## config.mk

```make
export PLATFORM = sky130hd
export DESIGN_NAME = bslc_top
export DESIGN_NICKNAME = d
export VERILOG_FILES = /design/src/rtl/bslc_pkg.sv /design/src/rtl/bslc_tick.sv /design/src/rtl/bslc_nvstore.sv /design/src/rtl/bslc_top.sv
export SDC_FILE = /design/constraint.sdc
export NUM_CORES = 1
export LEC_CHECK = 0
export BUFFER_PORTS_ARGS = -buffer_cell sky130_fd_sc_hd__buf_2
export CORE_MARGIN = 5
export CORE_UTILIZATION = 40
export DETAILED_ROUTE_END_ITERATION = 7
export GPL_TIMING_DRIVEN = 0
export SETUP_SLACK_MARGIN = 0.3
export SYNTH_ARGS = -nofsm -noshare
export SYNTH_HDL_FRONTEND = slang
export SYNTH_HIERARCHICAL = 1
export SYNTH_SLANG_ARGS = --single-unit
```

## constraint.sdc

```tcl
create_clock -name clk_i -period 7.1 [get_ports clk_i]
set_input_delay 1.42 -clock clk_i [delete_from_list [all_inputs] [get_ports clk_i]]
set_output_delay 1.42 -clock clk_i [all_outputs]
set_load 0.005 [all_outputs]
```

## src/rtl/bslc_pkg.sv

```systemverilog
// shared constants and types for the burner sequence lockout controller
package bslc_pkg;
	// clock and derived cycle counts
	localparam int unsigned CLK_HZ = 20_000_000;
	localparam int unsigned TICK_S = 1;
	localparam int unsigned TICK_CYCLES = CLK_HZ * TICK_S;
	localparam int unsigned HOLD_S = 3;
	localparam int unsigned HOLD_CYCLES = CLK_HZ * HOLD_S;
	// sequence durations in seconds
	localparam int SEC_W = 10;
	localparam logic [9:0] PREPURGE_S = 10'h023;
	localparam logic [9:0] AIR_WAIT_S = 10'h12c;
	localparam logic [9:0] IGN_DELAY_S = 10'h002;
	localparam logic [9:0] IGN_STD_S = 10'h003;
	localparam logic [9:0] IGN_RETRY_S = 10'h00a;
	localparam logic [9:0] PILOT_STD_S = 10'h005;
	localparam logic [9:0] PILOT_RETRY_S = 10'h00a;
	localparam logic [9:0] MAIN_S = 10'h003;
	localparam logic [9:0] MAIN_DMI_S = 10'h000;
	localparam logic [9:0] SAFETY_S = 10'h014;
	localparam logic [9:0] BLINK_S = 10'h002;
	localparam logic [9:0] REMOTE_WIN_S = 10'h384;
	localparam int REMOTE_MAX = 5;
	// register port
	localparam int ADDR_W = 4;
	localparam int DATA_W = 32;
	localparam logic [3:0] ADDR_CTRL = 4'h0;
	localparam logic [3:0] ADDR_STATUS = 4'h4;
	localparam logic [3:0] ADDR_TIMER = 4'h8;
	localparam logic CTRL_RETRY_RST = 1'h0;
	localparam int CTRL_RETRY_BIT = 0;
	localparam int ST_STATE_LSB = 0;
	localparam int ST_LOCK_BIT = 4;
	localparam int ST_ALARM_BIT = 5;
	localparam int ST_FLOSS_BIT = 6;
	localparam int ST_RCNT_LSB = 8;
	// synchronised input positions
	localparam int IN_DEMAND = 0;
	localparam int IN_AIR = 1;
	localparam int IN_FLAME = 2;
	localparam int IN_ILOCK = 3;
	localparam int IN_DMI = 4;
	localparam int IN_RST_LOC = 5;
	localparam int IN_RST_REM = 6;
	localparam int IN_RESTORE = 7;
	localparam int N_IN = 8;
	// sequence states, gray coded along the normal path
	typedef enum logic [3:0] {
		ST_POWERUP = 4'h0,
		ST_STANDBY = 4'h1,
		ST_WAIT_AIR = 4'h3,
		ST_PREPURGE = 4'h2,
		ST_IGN_DELAY = 4'h6,
		ST_IGN_TRIAL = 4'h7,
		ST_PILOT_ONLY = 4'h5,
		ST_MAIN_TRIAL = 4'h4,
		ST_RUN = 4'hc,
		ST_SAFETY = 4'hd,
		ST_LOCKOUT = 4'hf,
		ST_WIND_DOWN = 4'he
	} bslc_state_t;
endpackage : bslc_pkg

```

## src/rtl/bslc_tick.sv

```systemverilog
// one second tick and blink phase derived from the system clock
`timescale 1ns/1ns
module bslc_tick #(
	parameter int unsigned CYCLES = bslc_pkg::TICK_CYCLES
) (
	input wire logic clk_i,
	input wire logic reset_i,
	input wire logic restart_i,
	output logic tick_o,
	output logic blink_o
);
	localparam int CW = $clog2(CYCLES + 1);
	localparam logic [CW-1:0] LAST = CW'(CYCLES - 1);
	logic [CW-1:0] cnt_q;
	logic [CW-1:0] cnt_d;
	logic tick_d;
	logic blink_d;

	// divider restarted at each phase entry so a phase never runs short, pulse at wrap
	always_comb
	begin
		tick_d = (cnt_q == LAST) && !restart_i;
		cnt_d = (tick_d || restart_i) ? '0 : cnt_q + CW'(1);
		blink_d = tick_d ? ~blink_o : blink_o;
	end

	always_ff @(posedge clk_i or posedge reset_i)
	begin
		if (reset_i)
		begin
			cnt_q <= '0;
			tick_o <= 1'b0;
			blink_o <= 1'b0;
		end
		else
		begin
			cnt_q <= cnt_d;
			tick_o <= tick_d;
			blink_o <= blink_d;
		end
	end
endmodule : bslc_tick

```

## src/rtl/bslc_nvstore.sv

```systemverilog
// lockout flag mirrored to external non-volatile storage
`timescale 1ns/1ns
module bslc_nvstore (
	input wire logic clk_i,
	input wire logic reset_i,
	input wire logic restore_i,
	input wire logic set_i,
	input wire logic clr_i,
	output logic locked_o,
	output logic ready_o
);
	// restore input reaches this block through a two-stage synchroniser
	localparam logic [1:0] LOAD_LAST = 2'h2;
	logic locked_d;
	logic [1:0] load_q;
	logic [1:0] load_d;

	// restored value tracked until the synchroniser has filled; set beats clear
	always_comb
	begin
		load_d = (load_q == LOAD_LAST) ? load_q : load_q + 2'h1;
		if (!ready_o)
			locked_d = restore_i | set_i;
		else if (set_i)
			locked_d = 1'b1;
		else if (clr_i)
			locked_d = 1'b0;
		else
			locked_d = locked_o;
	end

	always_ff @(posedge clk_i or posedge reset_i)
	begin
		if (reset_i)
		begin
			locked_o <= 1'b0;
			ready_o <= 1'b0;
			load_q <= 2'h0;
		end
		else
		begin
			locked_o <= locked_d;
			ready_o <= (load_q == LOAD_LAST);
			load_q <= load_d;
		end
	end
endmodule : bslc_nvstore

```

## src/rtl/bslc_top.sv

```systemverilog
// burner sequencing, flame supervision and safety lockout controller
//
// Added by the designer: the placing of the registers and the plain strobed port.
`timescale 1ns/1ns
// Behaviour
// RULE1 - pre-purge lasts 35 s, parameter only
// RULE2 - direct main ignition makes main trial zero
// RULE3 - flame loss locks out at once, no recycle
// RULE4 - air switch opening shuts down in sequence
// RULE5 - flame in standby or pre-purge shuts down
// RULE6 - no flame at trial end shuts down
// RULE7 - retry model retries once, 10 s times
// RULE8 - reset needs 3 s hold, clears alarm
// RULE9 - after reset restart, or lock again if faulty
// RULE10 - lockout survives power loss
// RULE11 - remote reset at most 5 per 15 min
// RULE12 - 20 s lockout timing ignores resets
// RULE13 - alarm and fault LED set at shutdown
// RULE14 - blink LEDs at power-up, then await demand
// RULE15 - run flame loss blinks both LEDs
// RULE16 - 2 s ignition delay after pre-purge
// RULE17 - direct main ignition goes straight to run
// RULE18 - open interlock locks out in any state; the check is skipped in the power-up, safety and lockout states
// RULE19 - start only with no flame, air open, interlock closed
// RULE20 - standard times 3/5/3 s, 300 s air wait
// RULE21 - phase timers count seconds from entry
module bslc_top #(
	parameter int unsigned TICK_CYCLES = bslc_pkg::TICK_CYCLES,
	parameter int unsigned HOLD_CYCLES = bslc_pkg::HOLD_CYCLES,
	parameter logic [9:0] PREPURGE_S = bslc_pkg::PREPURGE_S
) (
	input wire logic clk_i,
	input wire logic reset_i,
	input wire logic heat_demand_i,
	input wire logic air_flow_proving_switch_i,
	input wire logic flame_i,
	input wire logic interlock_closed_i,
	input wire logic direct_main_ignition_i,
	input wire logic reset_local_i,
	input wire logic reset_remote_i,
	input wire logic lock_restore_i,
	input wire logic [bslc_pkg::ADDR_W-1:0] addr_i,
	input wire logic [bslc_pkg::DATA_W-1:0] wdata_i,
	input wire logic wr_i,
	input wire logic rd_i,
	output logic [bslc_pkg::DATA_W-1:0] rdata_o,
	output logic blower_o,
	output logic igniter_o,
	output logic pilot_intermittent_o,
	output logic pilot_interrupted_o,
	output logic main_valve_o,
	output logic alarm_o,
	output logic led_flame_o,
	output logic led_alarm_o,
	output logic lock_store_o
);
	localparam int HW = $clog2(HOLD_CYCLES + 1);
	localparam logic [HW-1:0] HOLD_LAST = HW'(HOLD_CYCLES);
	localparam int SW = bslc_pkg::SEC_W;
	localparam int RM = bslc_pkg::REMOTE_MAX;

	logic [bslc_pkg::N_IN-1:0] in_meta_q;
	logic [bslc_pkg::N_IN-1:0] in_q;
	logic tick;
	logic blink;
	logic nv_locked;
	logic nv_ready;
	logic nv_set;
	logic nv_clr;
	bslc_pkg::bslc_state_t state_q;
	bslc_pkg::bslc_state_t state_d;
	logic [SW-1:0] sec_q;
	logic [SW-1:0] sec_d;
	logic retry_used_q;
	logic retry_used_d;
	logic floss_q;
	logic floss_d;
	logic alarm_d;
	logic retry_en_q;
	logic retry_en_d;
	logic [HW-1:0] hold_loc_q;
	logic [HW-1:0] hold_loc_d;
	logic [HW-1:0] hold_rem_q;
	logic [HW-1:0] hold_rem_d;
	logic [SW-1:0] slot_q [RM];
	logic [SW-1:0] slot_d [RM];
	logic [2:0] rem_used;
	logic rst_ok;
	logic rem_ok;
	logic fault;
	logic [bslc_pkg::DATA_W-1:0] rdata_d;
	logic blower_d;
	logic igniter_d;
	logic pil_int_d;
	logic pil_intr_d;
	logic main_d;
	logic led_flame_d;
	logic led_alarm_d;

	// phase duration lookups per model variant
	function automatic logic [SW-1:0] ign_time(input logic retry);
		return retry ? bslc_pkg::IGN_RETRY_S : bslc_pkg::IGN_STD_S;
	endfunction : ign_time

	function automatic logic [SW-1:0] pilot_time(input logic retry);
		return retry ? bslc_pkg::PILOT_RETRY_S : bslc_pkg::PILOT_STD_S;
	endfunction : pilot_time

	function automatic logic in_sequence(input bslc_pkg::bslc_state_t s);
		return (s == bslc_pkg::ST_PREPURGE) || (s == bslc_pkg::ST_IGN_DELAY) ||
			(s == bslc_pkg::ST_IGN_TRIAL) || (s == bslc_pkg::ST_PILOT_ONLY) ||
			(s == bslc_pkg::ST_MAIN_TRIAL) || (s == bslc_pkg::ST_RUN);
	endfunction : in_sequence

	// two-stage synchroniser for all field inputs
	always_ff @(posedge clk_i or posedge reset_i)
	begin
		if (reset_i)
		begin
			in_meta_q <= '0;
			in_q <= '0;
		end
		else
		begin
			in_meta_q <= {lock_restore_i, reset_remote_i, reset_local_i,
				direct_main_ignition_i, interlock_closed_i, flame_i,
				air_flow_proving_switch_i, heat_demand_i};
			in_q <= in_meta_q;
		end
	end

	bslc_tick #(
		.CYCLES(TICK_CYCLES)
	) u_tick (
		.clk_i(clk_i),
		.reset_i(reset_i),
		.restart_i(state_d != state_q), // RULE21
		.tick_o(tick),
		.blink_o(blink)
	);

	bslc_nvstore u_nv (
		.clk_i(clk_i),
		.reset_i(reset_i),
		.restore_i(in_q[bslc_pkg::IN_RESTORE]),
		.set_i(nv_set),
		.clr_i(nv_clr),
		.locked_o(nv_locked),
		.ready_o(nv_ready)
	);

	// reset buttons: hold timing only counts during lockout
	always_comb
	begin
		hold_loc_d = '0;
		hold_rem_d = '0;
		if (state_q == bslc_pkg::ST_LOCKOUT)
		begin
			if (in_q[bslc_pkg::IN_RST_LOC] && hold_loc_q != HOLD_LAST)
				hold_loc_d = hold_loc_q + HW'(1);
			else if (in_q[bslc_pkg::IN_RST_LOC])
				hold_loc_d = hold_loc_q;
			if (in_q[bslc_pkg::IN_RST_REM] && hold_rem_q != HOLD_LAST)
				hold_rem_d = hold_rem_q + HW'(1);
			else if (in_q[bslc_pkg::IN_RST_REM])
				hold_rem_d = hold_rem_q;
		end
	end

	// remote reset window: one slot per accepted remote reset
	always_comb
	begin
		rem_used = 3'h0;
		rem_ok = 1'b0;
		for (int i = 0; i < RM; i++)
		begin
			if (slot_q[i] != '0)
				rem_used = rem_used + 3'h1;
		end
		if (state_q == bslc_pkg::ST_LOCKOUT && in_q[bslc_pkg::IN_RST_REM] &&
			hold_rem_d == HOLD_LAST && hold_rem_q != HOLD_LAST &&
			rem_used < 3'(RM))
			rem_ok = 1'b1; // RULE11 RULE8
		rst_ok = rem_ok || (state_q == bslc_pkg::ST_LOCKOUT &&
			in_q[bslc_pkg::IN_RST_LOC] && hold_loc_d == HOLD_LAST &&
			hold_loc_q != HOLD_LAST); // RULE8
		for (int i = 0; i < RM; i++)
			slot_d[i] = (tick && slot_q[i] != '0) ? slot_q[i] - SW'(1) : slot_q[i];
		for (int i = 0; i < RM; i++)
		begin
			if (rem_ok && slot_q[i] == '0)
			begin
				slot_d[i] = bslc_pkg::REMOTE_WIN_S; // RULE11
				break;
			end
		end
	end

	// sequence state machine
	always_comb
	begin
		state_d = state_q;
		sec_d = (tick && sec_q != '1) ? sec_q + SW'(1) : sec_q; // RULE21
		retry_used_d = retry_used_q;
		floss_d = floss_q;
		alarm_d = alarm_o;
		fault = 1'b0;
		nv_set = 1'b0;
		nv_clr = 1'b0;
		case (state_q)
			bslc_pkg::ST_POWERUP:
			begin
				if (nv_ready && sec_q >= bslc_pkg::BLINK_S) // RULE14
				begin
					state_d = nv_locked ? bslc_pkg::ST_LOCKOUT : bslc_pkg::ST_STANDBY; // RULE10
					alarm_d = nv_locked;
				end
			end
			bslc_pkg::ST_STANDBY:
			begin
				retry_used_d = 1'b0;
				if (in_q[bslc_pkg::IN_FLAME])
					fault = 1'b1; // RULE5
				else if (in_q[bslc_pkg::IN_DEMAND] && !in_q[bslc_pkg::IN_AIR] &&
					in_q[bslc_pkg::IN_ILOCK])
					state_d = bslc_pkg::ST_WAIT_AIR; // RULE19
			end
			bslc_pkg::ST_WAIT_AIR:
			begin
				if (in_q[bslc_pkg::IN_FLAME])
					fault = 1'b1; // RULE5
				else if (!in_q[bslc_pkg::IN_DEMAND])
					state_d = bslc_pkg::ST_WIND_DOWN;
				else if (in_q[bslc_pkg::IN_AIR])
					state_d = bslc_pkg::ST_PREPURGE;
				else if (sec_q >= bslc_pkg::AIR_WAIT_S)
					fault = 1'b1; // RULE20
			end
			bslc_pkg::ST_PREPURGE:
			begin
				if (in_q[bslc_pkg::IN_FLAME])
					fault = 1'b1; // RULE5
				else if (!in_q[bslc_pkg::IN_DEMAND])
					state_d = bslc_pkg::ST_WIND_DOWN;
				else if (sec_q >= PREPURGE_S)
					state_d = bslc_pkg::ST_IGN_DELAY; // RULE1
			end
			bslc_pkg::ST_IGN_DELAY:
			begin
				if (!in_q[bslc_pkg::IN_DEMAND])
					state_d = bslc_pkg::ST_WIND_DOWN;
				else if (sec_q >= bslc_pkg::IGN_DELAY_S)
					state_d = bslc_pkg::ST_IGN_TRIAL; // RULE16
			end
			bslc_pkg::ST_IGN_TRIAL:
			begin
				if (!in_q[bslc_pkg::IN_DEMAND])
					state_d = bslc_pkg::ST_WIND_DOWN;
				else if (sec_q >= ign_time(retry_en_q)) // RULE20 RULE7
				begin
					if (in_q[bslc_pkg::IN_FLAME])
						state_d = bslc_pkg::ST_PILOT_ONLY;
					else if (retry_en_q && !retry_used_q)
					begin
						retry_used_d = 1'b1; // RULE7
						state_d = bslc_pkg::ST_PREPURGE;
					end
					else
						fault = 1'b1; // RULE6
				end
			end
			bslc_pkg::ST_PILOT_ONLY:
			begin
				if (!in_q[bslc_pkg::IN_FLAME])
					fault = 1'b1; // RULE3
				else if (!in_q[bslc_pkg::IN_DEMAND])
					state_d = bslc_pkg::ST_WIND_DOWN;
				else if (sec_q >= pilot_time(retry_en_q)) // RULE20 RULE7
					state_d = in_q[bslc_pkg::IN_DMI] ? bslc_pkg::ST_RUN :
						bslc_pkg::ST_MAIN_TRIAL; // RULE17 RULE2
			end
			bslc_pkg::ST_MAIN_TRIAL:
			begin
				if (!in_q[bslc_pkg::IN_FLAME])
					fault = 1'b1; // RULE3 RULE6
				else if (!in_q[bslc_pkg::IN_DEMAND])
					state_d = bslc_pkg::ST_WIND_DOWN;
				else if (sec_q >= (in_q[bslc_pkg::IN_DMI] ? bslc_pkg::MAIN_DMI_S :
					bslc_pkg::MAIN_S))
					state_d = bslc_pkg::ST_RUN; // RULE2 RULE20
			end
			bslc_pkg::ST_RUN:
			begin
				if (!in_q[bslc_pkg::IN_FLAME])
				begin
					fault = 1'b1; // RULE3
					floss_d = 1'b1; // RULE15
				end
				else if (!in_q[bslc_pkg::IN_DEMAND])
					state_d = bslc_pkg::ST_WIND_DOWN;
			end
			bslc_pkg::ST_WIND_DOWN:
			begin
				if (!in_q[bslc_pkg::IN_AIR])
					state_d = bslc_pkg::ST_STANDBY;
			end
			bslc_pkg::ST_SAFETY:
			begin
				if (sec_q >= bslc_pkg::SAFETY_S)
					state_d = bslc_pkg::ST_LOCKOUT; // RULE12
			end
			bslc_pkg::ST_LOCKOUT:
			begin
				if (rst_ok)
				begin
					alarm_d = 1'b0; // RULE8
					floss_d = 1'b0;
					nv_clr = 1'b1;
					if (in_q[bslc_pkg::IN_ILOCK] && !in_q[bslc_pkg::IN_FLAME])
						state_d = bslc_pkg::ST_STANDBY; // RULE9
					else
						fault = 1'b1; // RULE9
				end
			end
			default:
				state_d = bslc_pkg::ST_POWERUP;
		endcase
		if (in_sequence(state_q) && !in_q[bslc_pkg::IN_AIR])
			fault = 1'b1; // RULE4
		if (!in_q[bslc_pkg::IN_ILOCK] && state_q != bslc_pkg::ST_SAFETY &&
			state_q != bslc_pkg::ST_LOCKOUT && state_q != bslc_pkg::ST_POWERUP)
			fault = 1'b1; // RULE18
		if (fault)
		begin
			state_d = bslc_pkg::ST_SAFETY; // RULE3
			alarm_d = 1'b1; // RULE13
			nv_set = 1'b1; // RULE10
		end
		if (state_d != state_q)
			sec_d = '0; // RULE21
	end

	// load outputs and indicators follow the next state
	always_comb
	begin
		blower_d = (state_d == bslc_pkg::ST_WAIT_AIR) || in_sequence(state_d);
		igniter_d = (state_d == bslc_pkg::ST_IGN_TRIAL); // RULE16
		pil_intr_d = (state_d == bslc_pkg::ST_IGN_TRIAL) ||
			(state_d == bslc_pkg::ST_PILOT_ONLY) || (state_d == bslc_pkg::ST_MAIN_TRIAL);
		pil_int_d = pil_intr_d || (state_d == bslc_pkg::ST_RUN);
		main_d = (state_d == bslc_pkg::ST_MAIN_TRIAL) || (state_d == bslc_pkg::ST_RUN);
		if (state_d == bslc_pkg::ST_POWERUP)
		begin
			led_flame_d = blink; // RULE14
			led_alarm_d = blink;
		end
		else if (floss_d)
		begin
			led_flame_d = blink; // RULE15
			led_alarm_d = blink;
		end
		else
		begin
			led_flame_d = in_q[bslc_pkg::IN_FLAME];
			led_alarm_d = alarm_d; // RULE13
		end
	end

	// register port: control write and registered read data
	always_comb
	begin
		retry_en_d = retry_en_q;
		if (wr_i && addr_i == bslc_pkg::ADDR_CTRL)
			retry_en_d = wdata_i[bslc_pkg::CTRL_RETRY_BIT];
		rdata_d = '0;
		if (rd_i)
		begin
			case (addr_i)
				bslc_pkg::ADDR_CTRL:
					rdata_d[bslc_pkg::CTRL_RETRY_BIT] = retry_en_q;
				bslc_pkg::ADDR_STATUS:
				begin
					rdata_d[bslc_pkg::ST_STATE_LSB +: 4] = state_q;
					rdata_d[bslc_pkg::ST_LOCK_BIT] = nv_locked;
					rdata_d[bslc_pkg::ST_ALARM_BIT] = alarm_o;
					rdata_d[bslc_pkg::ST_FLOSS_BIT] = floss_q;
					rdata_d[bslc_pkg::ST_RCNT_LSB +: 3] = rem_used;
				end
				bslc_pkg::ADDR_TIMER:
					rdata_d[SW-1:0] = sec_q;
				default:
					rdata_d = '0;
			endcase
		end
	end

	always_ff @(posedge clk_i or posedge reset_i)
	begin
		if (reset_i)
		begin
			state_q <= bslc_pkg::ST_POWERUP;
			sec_q <= '0;
			retry_used_q <= 1'b0;
			floss_q <= 1'b0;
			retry_en_q <= bslc_pkg::CTRL_RETRY_RST;
			hold_loc_q <= '0;
			hold_rem_q <= '0;
			for (int i = 0; i < RM; i++)
				slot_q[i] <= '0;
			rdata_o <= '0;
			blower_o <= 1'b0;
			igniter_o <= 1'b0;
			pilot_intermittent_o <= 1'b0;
			pilot_interrupted_o <= 1'b0;
			main_valve_o <= 1'b0;
			alarm_o <= 1'b0;
			led_flame_o <= 1'b0;
			led_alarm_o <= 1'b0;
		end
		else
		begin
			state_q <= state_d;
			sec_q <= sec_d;
			retry_used_q <= retry_used_d;
			floss_q <= floss_d;
			retry_en_q <= retry_en_d;
			hold_loc_q <= hold_loc_d;
			hold_rem_q <= hold_rem_d;
			slot_q <= slot_d;
			rdata_o <= rdata_d;
			blower_o <= blower_d;
			igniter_o <= igniter_d;
			pilot_intermittent_o <= pil_int_d;
			pilot_interrupted_o <= pil_intr_d;
			main_valve_o <= main_d;
			alarm_o <= alarm_d;
			led_flame_o <= led_flame_d;
			led_alarm_o <= led_alarm_d;
		end
	end

	assign lock_store_o = nv_locked; // RULE10
endmodule : bslc_top

```

# --- Yosys cells after proc, flatten, opt, wreduce, memory -nomap -nowiden ---
# Index checks and enable logic that the tools add are counted.
op_classes:
  reduce_logical: 73
  mux: 116
  bitwise: 2
  n_addsub: 14
  order_cmp: 8
  eq_ne: 35
ops:
  columns: ["operator", "n"]
  rows:
  - ["26-bit two-way mux", 6]
  - ["10-bit two-way mux", 13]
  - ["4-bit two-way mux", 32]
  - ["26-bit by 1-bit adder with 26-bit output (second input constant)", 2]
  - ["26-bit == test (second input constant)", 2]
  - ["26-bit inequality test (second input constant)", 2]
  - ["10-bit logical NOT", 5]
  - ["10-bit nonzero test", 5]
  - ["10-bit by 1-bit subtractor with 10-bit output (second input constant)", 5]
  - ["4-bit case mux with 12 select lines", 1]
  - ["1-bit two-way mux", 47]
  - ["40-bit two-way mux", 1]
  - ["4-bit by 3-bit == test with 1-bit output (second input constant)", 9]
  - ["1-bit logical AND", 31]
  - ["30-bit two-way mux", 1]
  - ["25-bit by 1-bit adder with 25-bit output (second input constant)", 1]
  - ["25-bit == test (second input constant)", 1]
  - ["25-bit two-way mux", 1]
  - ["4-bit == test (second input constant)", 6]
  - ["10-bit by 4-bit >= comparator with 1-bit output", 2]
  - ["20-bit two-way mux", 1]
  - ["1-bit logical OR", 17]
  - ["4-bit by 2-bit == test with 1-bit output (second input constant)", 4]
  - ["3-bit by 1-bit adder with 3-bit output (second input constant)", 4]
  - ["32 further kinds", 49]
totals:
  output_inout_bits: 41
  input_bits: 48
  reg_bits: 206
  wordCells: 277

# --- Longest topological paths before layout ---
logic_depth:
  word_depth: 26
  mapped_depth: 21
  ltp_nobuf: 20

# --- Modules after synthesis ---
# The synthesis kept the hierarchy.
by_module_without_submodules:
  columns: ["mod", "area_per_inst_um2", "cells_per_inst", "instances", "seq_area_each_um2"]
  rows:
  - ["bslc_top", 9417.8, 1025, 1, 3853.7]
  - ["bslc_tick", 1373.8, 142, 1, 675.6]
  - ["bslc_nvstore", 175.2, 14, 1, 100.1]

# --- Least setup slack after synthesis ---
# No wires, ideal clock.
synth_timing:
  kind: "flip-flop to flip-flop"
  from: "register slot_q[42] (netlist bit)"
  to: "register u_tick.cnt_q[18]"
  required_time_ns: 7.023
  t_arrival_ns: 4.686
  setup_ns: 0.077
  period_less_slack_ns: 4.763
  path_buffers: 1
  path_slack_ns: 2.337
  stages_incl_launch_ff: 21
  path_cell_list: "dfrtp_1 or4_1 nor4_1 nand3b_1 inv_1 ha_1 inv_1 a31o_2 and4_1 nor3_2 ha_1 nand2_1 and3_1 a311oi_2 a211o_4 nand3_2 a311o_1 or2_2 o21bai_2 buf_4 a21oi_1"
synth_between:
  elab_chain_len: 24
  word_cells_on_any_way: 26
  cone_classes: "add/sub: 4; order compare: 1; eq/ne: 1; mux: 14; reduce/logical: 6"
synth_rtl:
  columns: ["item", "line_no", "rtl"]
  rows:
  - ["from (decl)", "bslc_top.sv:85", "logic [SW-1:0] slot_q [RM];"]
  - ["from (signal assigned)", "bslc_top.sv:429", "slot_q <= slot_d;"]
  - ["10-bit nonzero test *", "bslc_top.sv:177", "if (slot_q[i] != '0)"]
  - ["1-bit two-way mux *", "bslc_top.sv:177", null]
  - ["3-bit by 1-bit adder with 3-bit output", "bslc_top.sv:178", "rem_used = rem_used + 3'h1;"]
  - ["3-bit two-way mux *", "bslc_top.sv:177", null]
  - ["3-bit by 1-bit adder with 3-bit output", "bslc_top.sv:178", null]
  - ["3-bit two-way mux *", "bslc_top.sv:177", null]
  - ["3-bit by 1-bit adder with 3-bit output", "bslc_top.sv:178", null]
  - ["3-bit two-way mux *", "bslc_top.sv:177", null]
  - ["[... 9 more ...]", null, null]
  - ["1-bit two-way mux", "bslc_top.sv:330", "if (!in_q[bslc_pkg::IN_ILOCK] && state_q != bslc_pkg::ST_SAFETY &&"]
  - ["4-bit two-way mux *", "bslc_top.sv:333", "if (fault)"]
  - ["4-bit inequality test *", "bslc_top.sv:137", ".restart_i(state_d != state_q),"]
  - ["1-bit logical NOT", "bslc_tick.sv:22", "tick_d = (cnt_q == LAST) && !restart_i;"]
  - ["1-bit logical AND", "bslc_tick.sv:22", null]
  - ["1-bit logical OR *", "bslc_tick.sv:23", "cnt_d = (tick_d || restart_i) ? '0 : cnt_q + CW'(1);"]
  - ["25-bit two-way mux *", "bslc_tick.sv:23", null]
  - ["via u_tick.cnt_d[18]", "bslc_tick.sv:15", "logic [CW-1:0] cnt_d;"]
  - ["to (signal assigned)", "bslc_tick.sv:37", "cnt_q <= cnt_d;"]
  - ["to (decl)", "bslc_tick.sv:14", "logic [CW-1:0] cnt_q;"]
# The timed path passes the listed nets; every way through them passes the cells marked *.
# A chain may end at the register's enable or synchronous reset.

# --- Worst setup path after layout ---
layout_timing:
  from: "register slot_q[42] (netlist bit)"
  to: "register u_tick.cnt_q[17]"
# Same word-level chain as after synthesis.

==> results.tsv <==
metric	value	unit
Peak VDD IR	0.0000995	V
Total Neg Setup Slack	0	ns
worst setup margin	1.56	ns
DR pass1 iterations	5	
Final Skew	0.0136	ns
most frequent cell after synthesis	dfrtp_1	
HP Class	reg -> reg	
Crit Path Class	reg -> reg	
die height	176	µm
post_cts resized	0	
unrepaired setup endpoints after global routing	false	
crit-path max cell delay	0.61	ns
first-pass GRT wire length	42800	µm
Final min period	5.54	ns
cts bufs inserted	17	
vias in the first global route	8602	
# clock sinks	185	
CORE AREA	27000	µm²
area leader, netlist	dfrtp_1	
gr busiest metal	met2	
Tot GR Track Use	16.5	%
Slew @ Worst Pin	1.11	ns
Relative slew margins	25.8	%
fraction of registers with async set/reset	100	%
clock root cell	clkbuf_16	
Rows	60	
post-route DRC violation count	0	
P_leak	5.38	nW
DRT antenna net count	0	
CP required	7.47	ns
Die Wd	176	µm
initial DRC count	580	
Synth Cell Area	11000	µm²
die area	30800	µm²
Max Slew Vio Count	0	
final wirelength	24900	µm
Hold Buf Count CTS	0	
Inserted Diodes	0	
Post-synth top cells	dfrtp_1 (185), nor2_1 (103), nand2_1 (91)	
Worst Path Max Fanout	11	
crit path launch type	flip-flop	
clock buffer depth	2	
critical path's slowest cell	or4_1	
Post-DP HPWL	17900	µm
cell count after synthesis	1181	
number of flops mapped to enable cells by yosys	0	
global route total overflow	0	
CP Cell Sequence	or4_1 > nor4_1 > nand3b_1 > inv_1 > ha_1 > inv_1 > a31o_2 > and4_1 > nor3_2 > ha_1 > nand2_1 > and3_1 > a311oi_2 > a211o_4 > nand3_2 > a311o_1 > or2_2 > o21bai_2 > buf_4 > a21oi_1	
Hold Slack	0.356	ns
Worst-Skew Late Latency	0.44	ns
Worst Setup End Kind	flip-flop	
Syn Area/Cell	9.29	µm²
Peak Freq	181	MHz
#FFs+latches synth	185	
period utilization	78.0	%
met3 Use GR	2.73	%
largest net degree at the start of global routing	81	
Starting Density	40.7	%
nets@finish	1331	
met2 usage	27.2	%
dominant cells by area after synthesis	dfrtp_1 (42%), xnor2_1 (4.2%), xor2_1 (4.0%), nor2_1 (3.5%), nand2_1 (3.1%)	
placed insts	1579	
final hold viol count	0	
yosys synthesis warning count	6	
post-synthesis sequential area ratio	42.2	%
H-tree depth	4	
Final setup viols	0	
clk slew on worst S/H paths	0.07	ns
CTS tree	done	
CP arrival	5.91	ns
Final Wtd Congestion	0.888	
antenna violations before repair	0	
status	complete, no violations	
Non-Filler Instances	1611	
dpl ws	1.60	ns
Unique masters post-synth	93	
Power Density	168	nW/µm²
post-synth top area share	42.2	%
Max-cap violations	0	
I/O Buffers	36	
fraction of layout cells with a size suffix above 1	13.0	%
I/O pin cnt	89	
reg-to-reg setup timing slack	1.56	ns
Post-CTS Setup Bufs	0	
leading register cell type out of synthesis	dfrtp_1	
mean number of vias per cell	5.50	
grt met1 use	23.0	%
area delta synth->final	11.7	%
routed via count	8865	
routed len/inst	15.5	µm
Final Util	45.4	%
==> area by class of cell <==
class / count / area (µm²)
fill: 2611 / 14700
clock inverter: 12 / 116
inverter: 51 / 199
sequential: 185 / 4630
buffer: 82 / 423
multi-input combinational: 883 / 5800
clock buffer: 20 / 447
tap: 341 / 427
timing repair buffer: 37 / 208
==> worst max-delay path: cells and delay by family, from the launching register on <==
family	cells	cell delay (ns)
AO/OA/AOI/OAI	6	1.63
adder cells (fa/ha/maj)	2	0.36
buffers and inverters	3	0.50
flip-flops	1	0.43
AND/OR/NAND/NOR	9	2.54
==> sequential cells by signal, summed over array words and instances (netlist names), 2 cells and up <==
signal and flops:
state_q 4, u_nv/load_q 2, u_tick/cnt_q 25, sec_q 10, in_q 8, hold_rem_q 26, rdata_o 11, hold_loc_q 26
slot_q 50, in_meta_q 8
==> report_power, final <==
part,internal [mW],switching (mW),total (mW)
Clock,0.498,0.428,0.926
Sequential,1.06,0.00602,1.07
Combinational,0.0223,0.0403,0.0626
==> layout by cell type (no fill, tap or decap), types with 11 or more instances in the layout <==
cell type and instances:
dfrtp_1 185, nor2_1 103, nand2_1 91, xnor2_1 52, nand3_1 52, buf_2 50
xor2_1 50, inv_1 49, clkbuf_1 41, nor3_1 41, nand4_1 39, o21ai_0 39
nor4_1 36, a21oi_1 36, ha_1 26, buf_4 25, conb_1 21, or3_1 20
nand2b_1 20, or4_1 19, clkbuf_16 17, and4_1 13, nor2b_1 11
==> cells by family after synthesis <==
| family | count (synthesis) | synth area share, % |
|---|---|---|
| simple gates | 531 | 27.2 |
| compound gates | 188 | 12.3 |
| flops | 185 | 42.2 |
| buf+inv | 133 | 5.60 |
| xor+xnor | 103 | 8.29 |
| fa+ha+maj | 26 | 2.97 |
| mux | 14 | 1.33 |
| other cells | 1 | 0.0342 |
==> worst paths after layout <==
path	startpoint	end	cells after the start
worst max-delay path	slot_q[42]	u_tick/cnt_q[17]	20
worst min-delay path	in_meta_q[7]	in_q[7]	0
worst max register to register	slot_q[42]	u_tick/cnt_q[17]	20
worst min register to register	in_meta_q[7]	in_q[7]	0
max in group asynchronous	reset_i	u_tick/cnt_q[7]	2
min in group asynchronous	reset_i	u_nv/load_q[1]	2
==> layer usage <==
layer	routed length, µm	vias to the layer above
met5	0	-
met4	274	0
met3	1040	21
met2	11800	183
met1	11800	4277
li1	-	4384
==> stage by stage <==
stage	power, mW	cell area, µm²
after floorplan	1.13	11000
after global placement	1.15	11600
after detailed placement	1.15	11700
after CTS	2.09	12200
after global routing	2.14	12200
final	2.05	12200
Note: power is estimated with default switching activity, not from simulation.
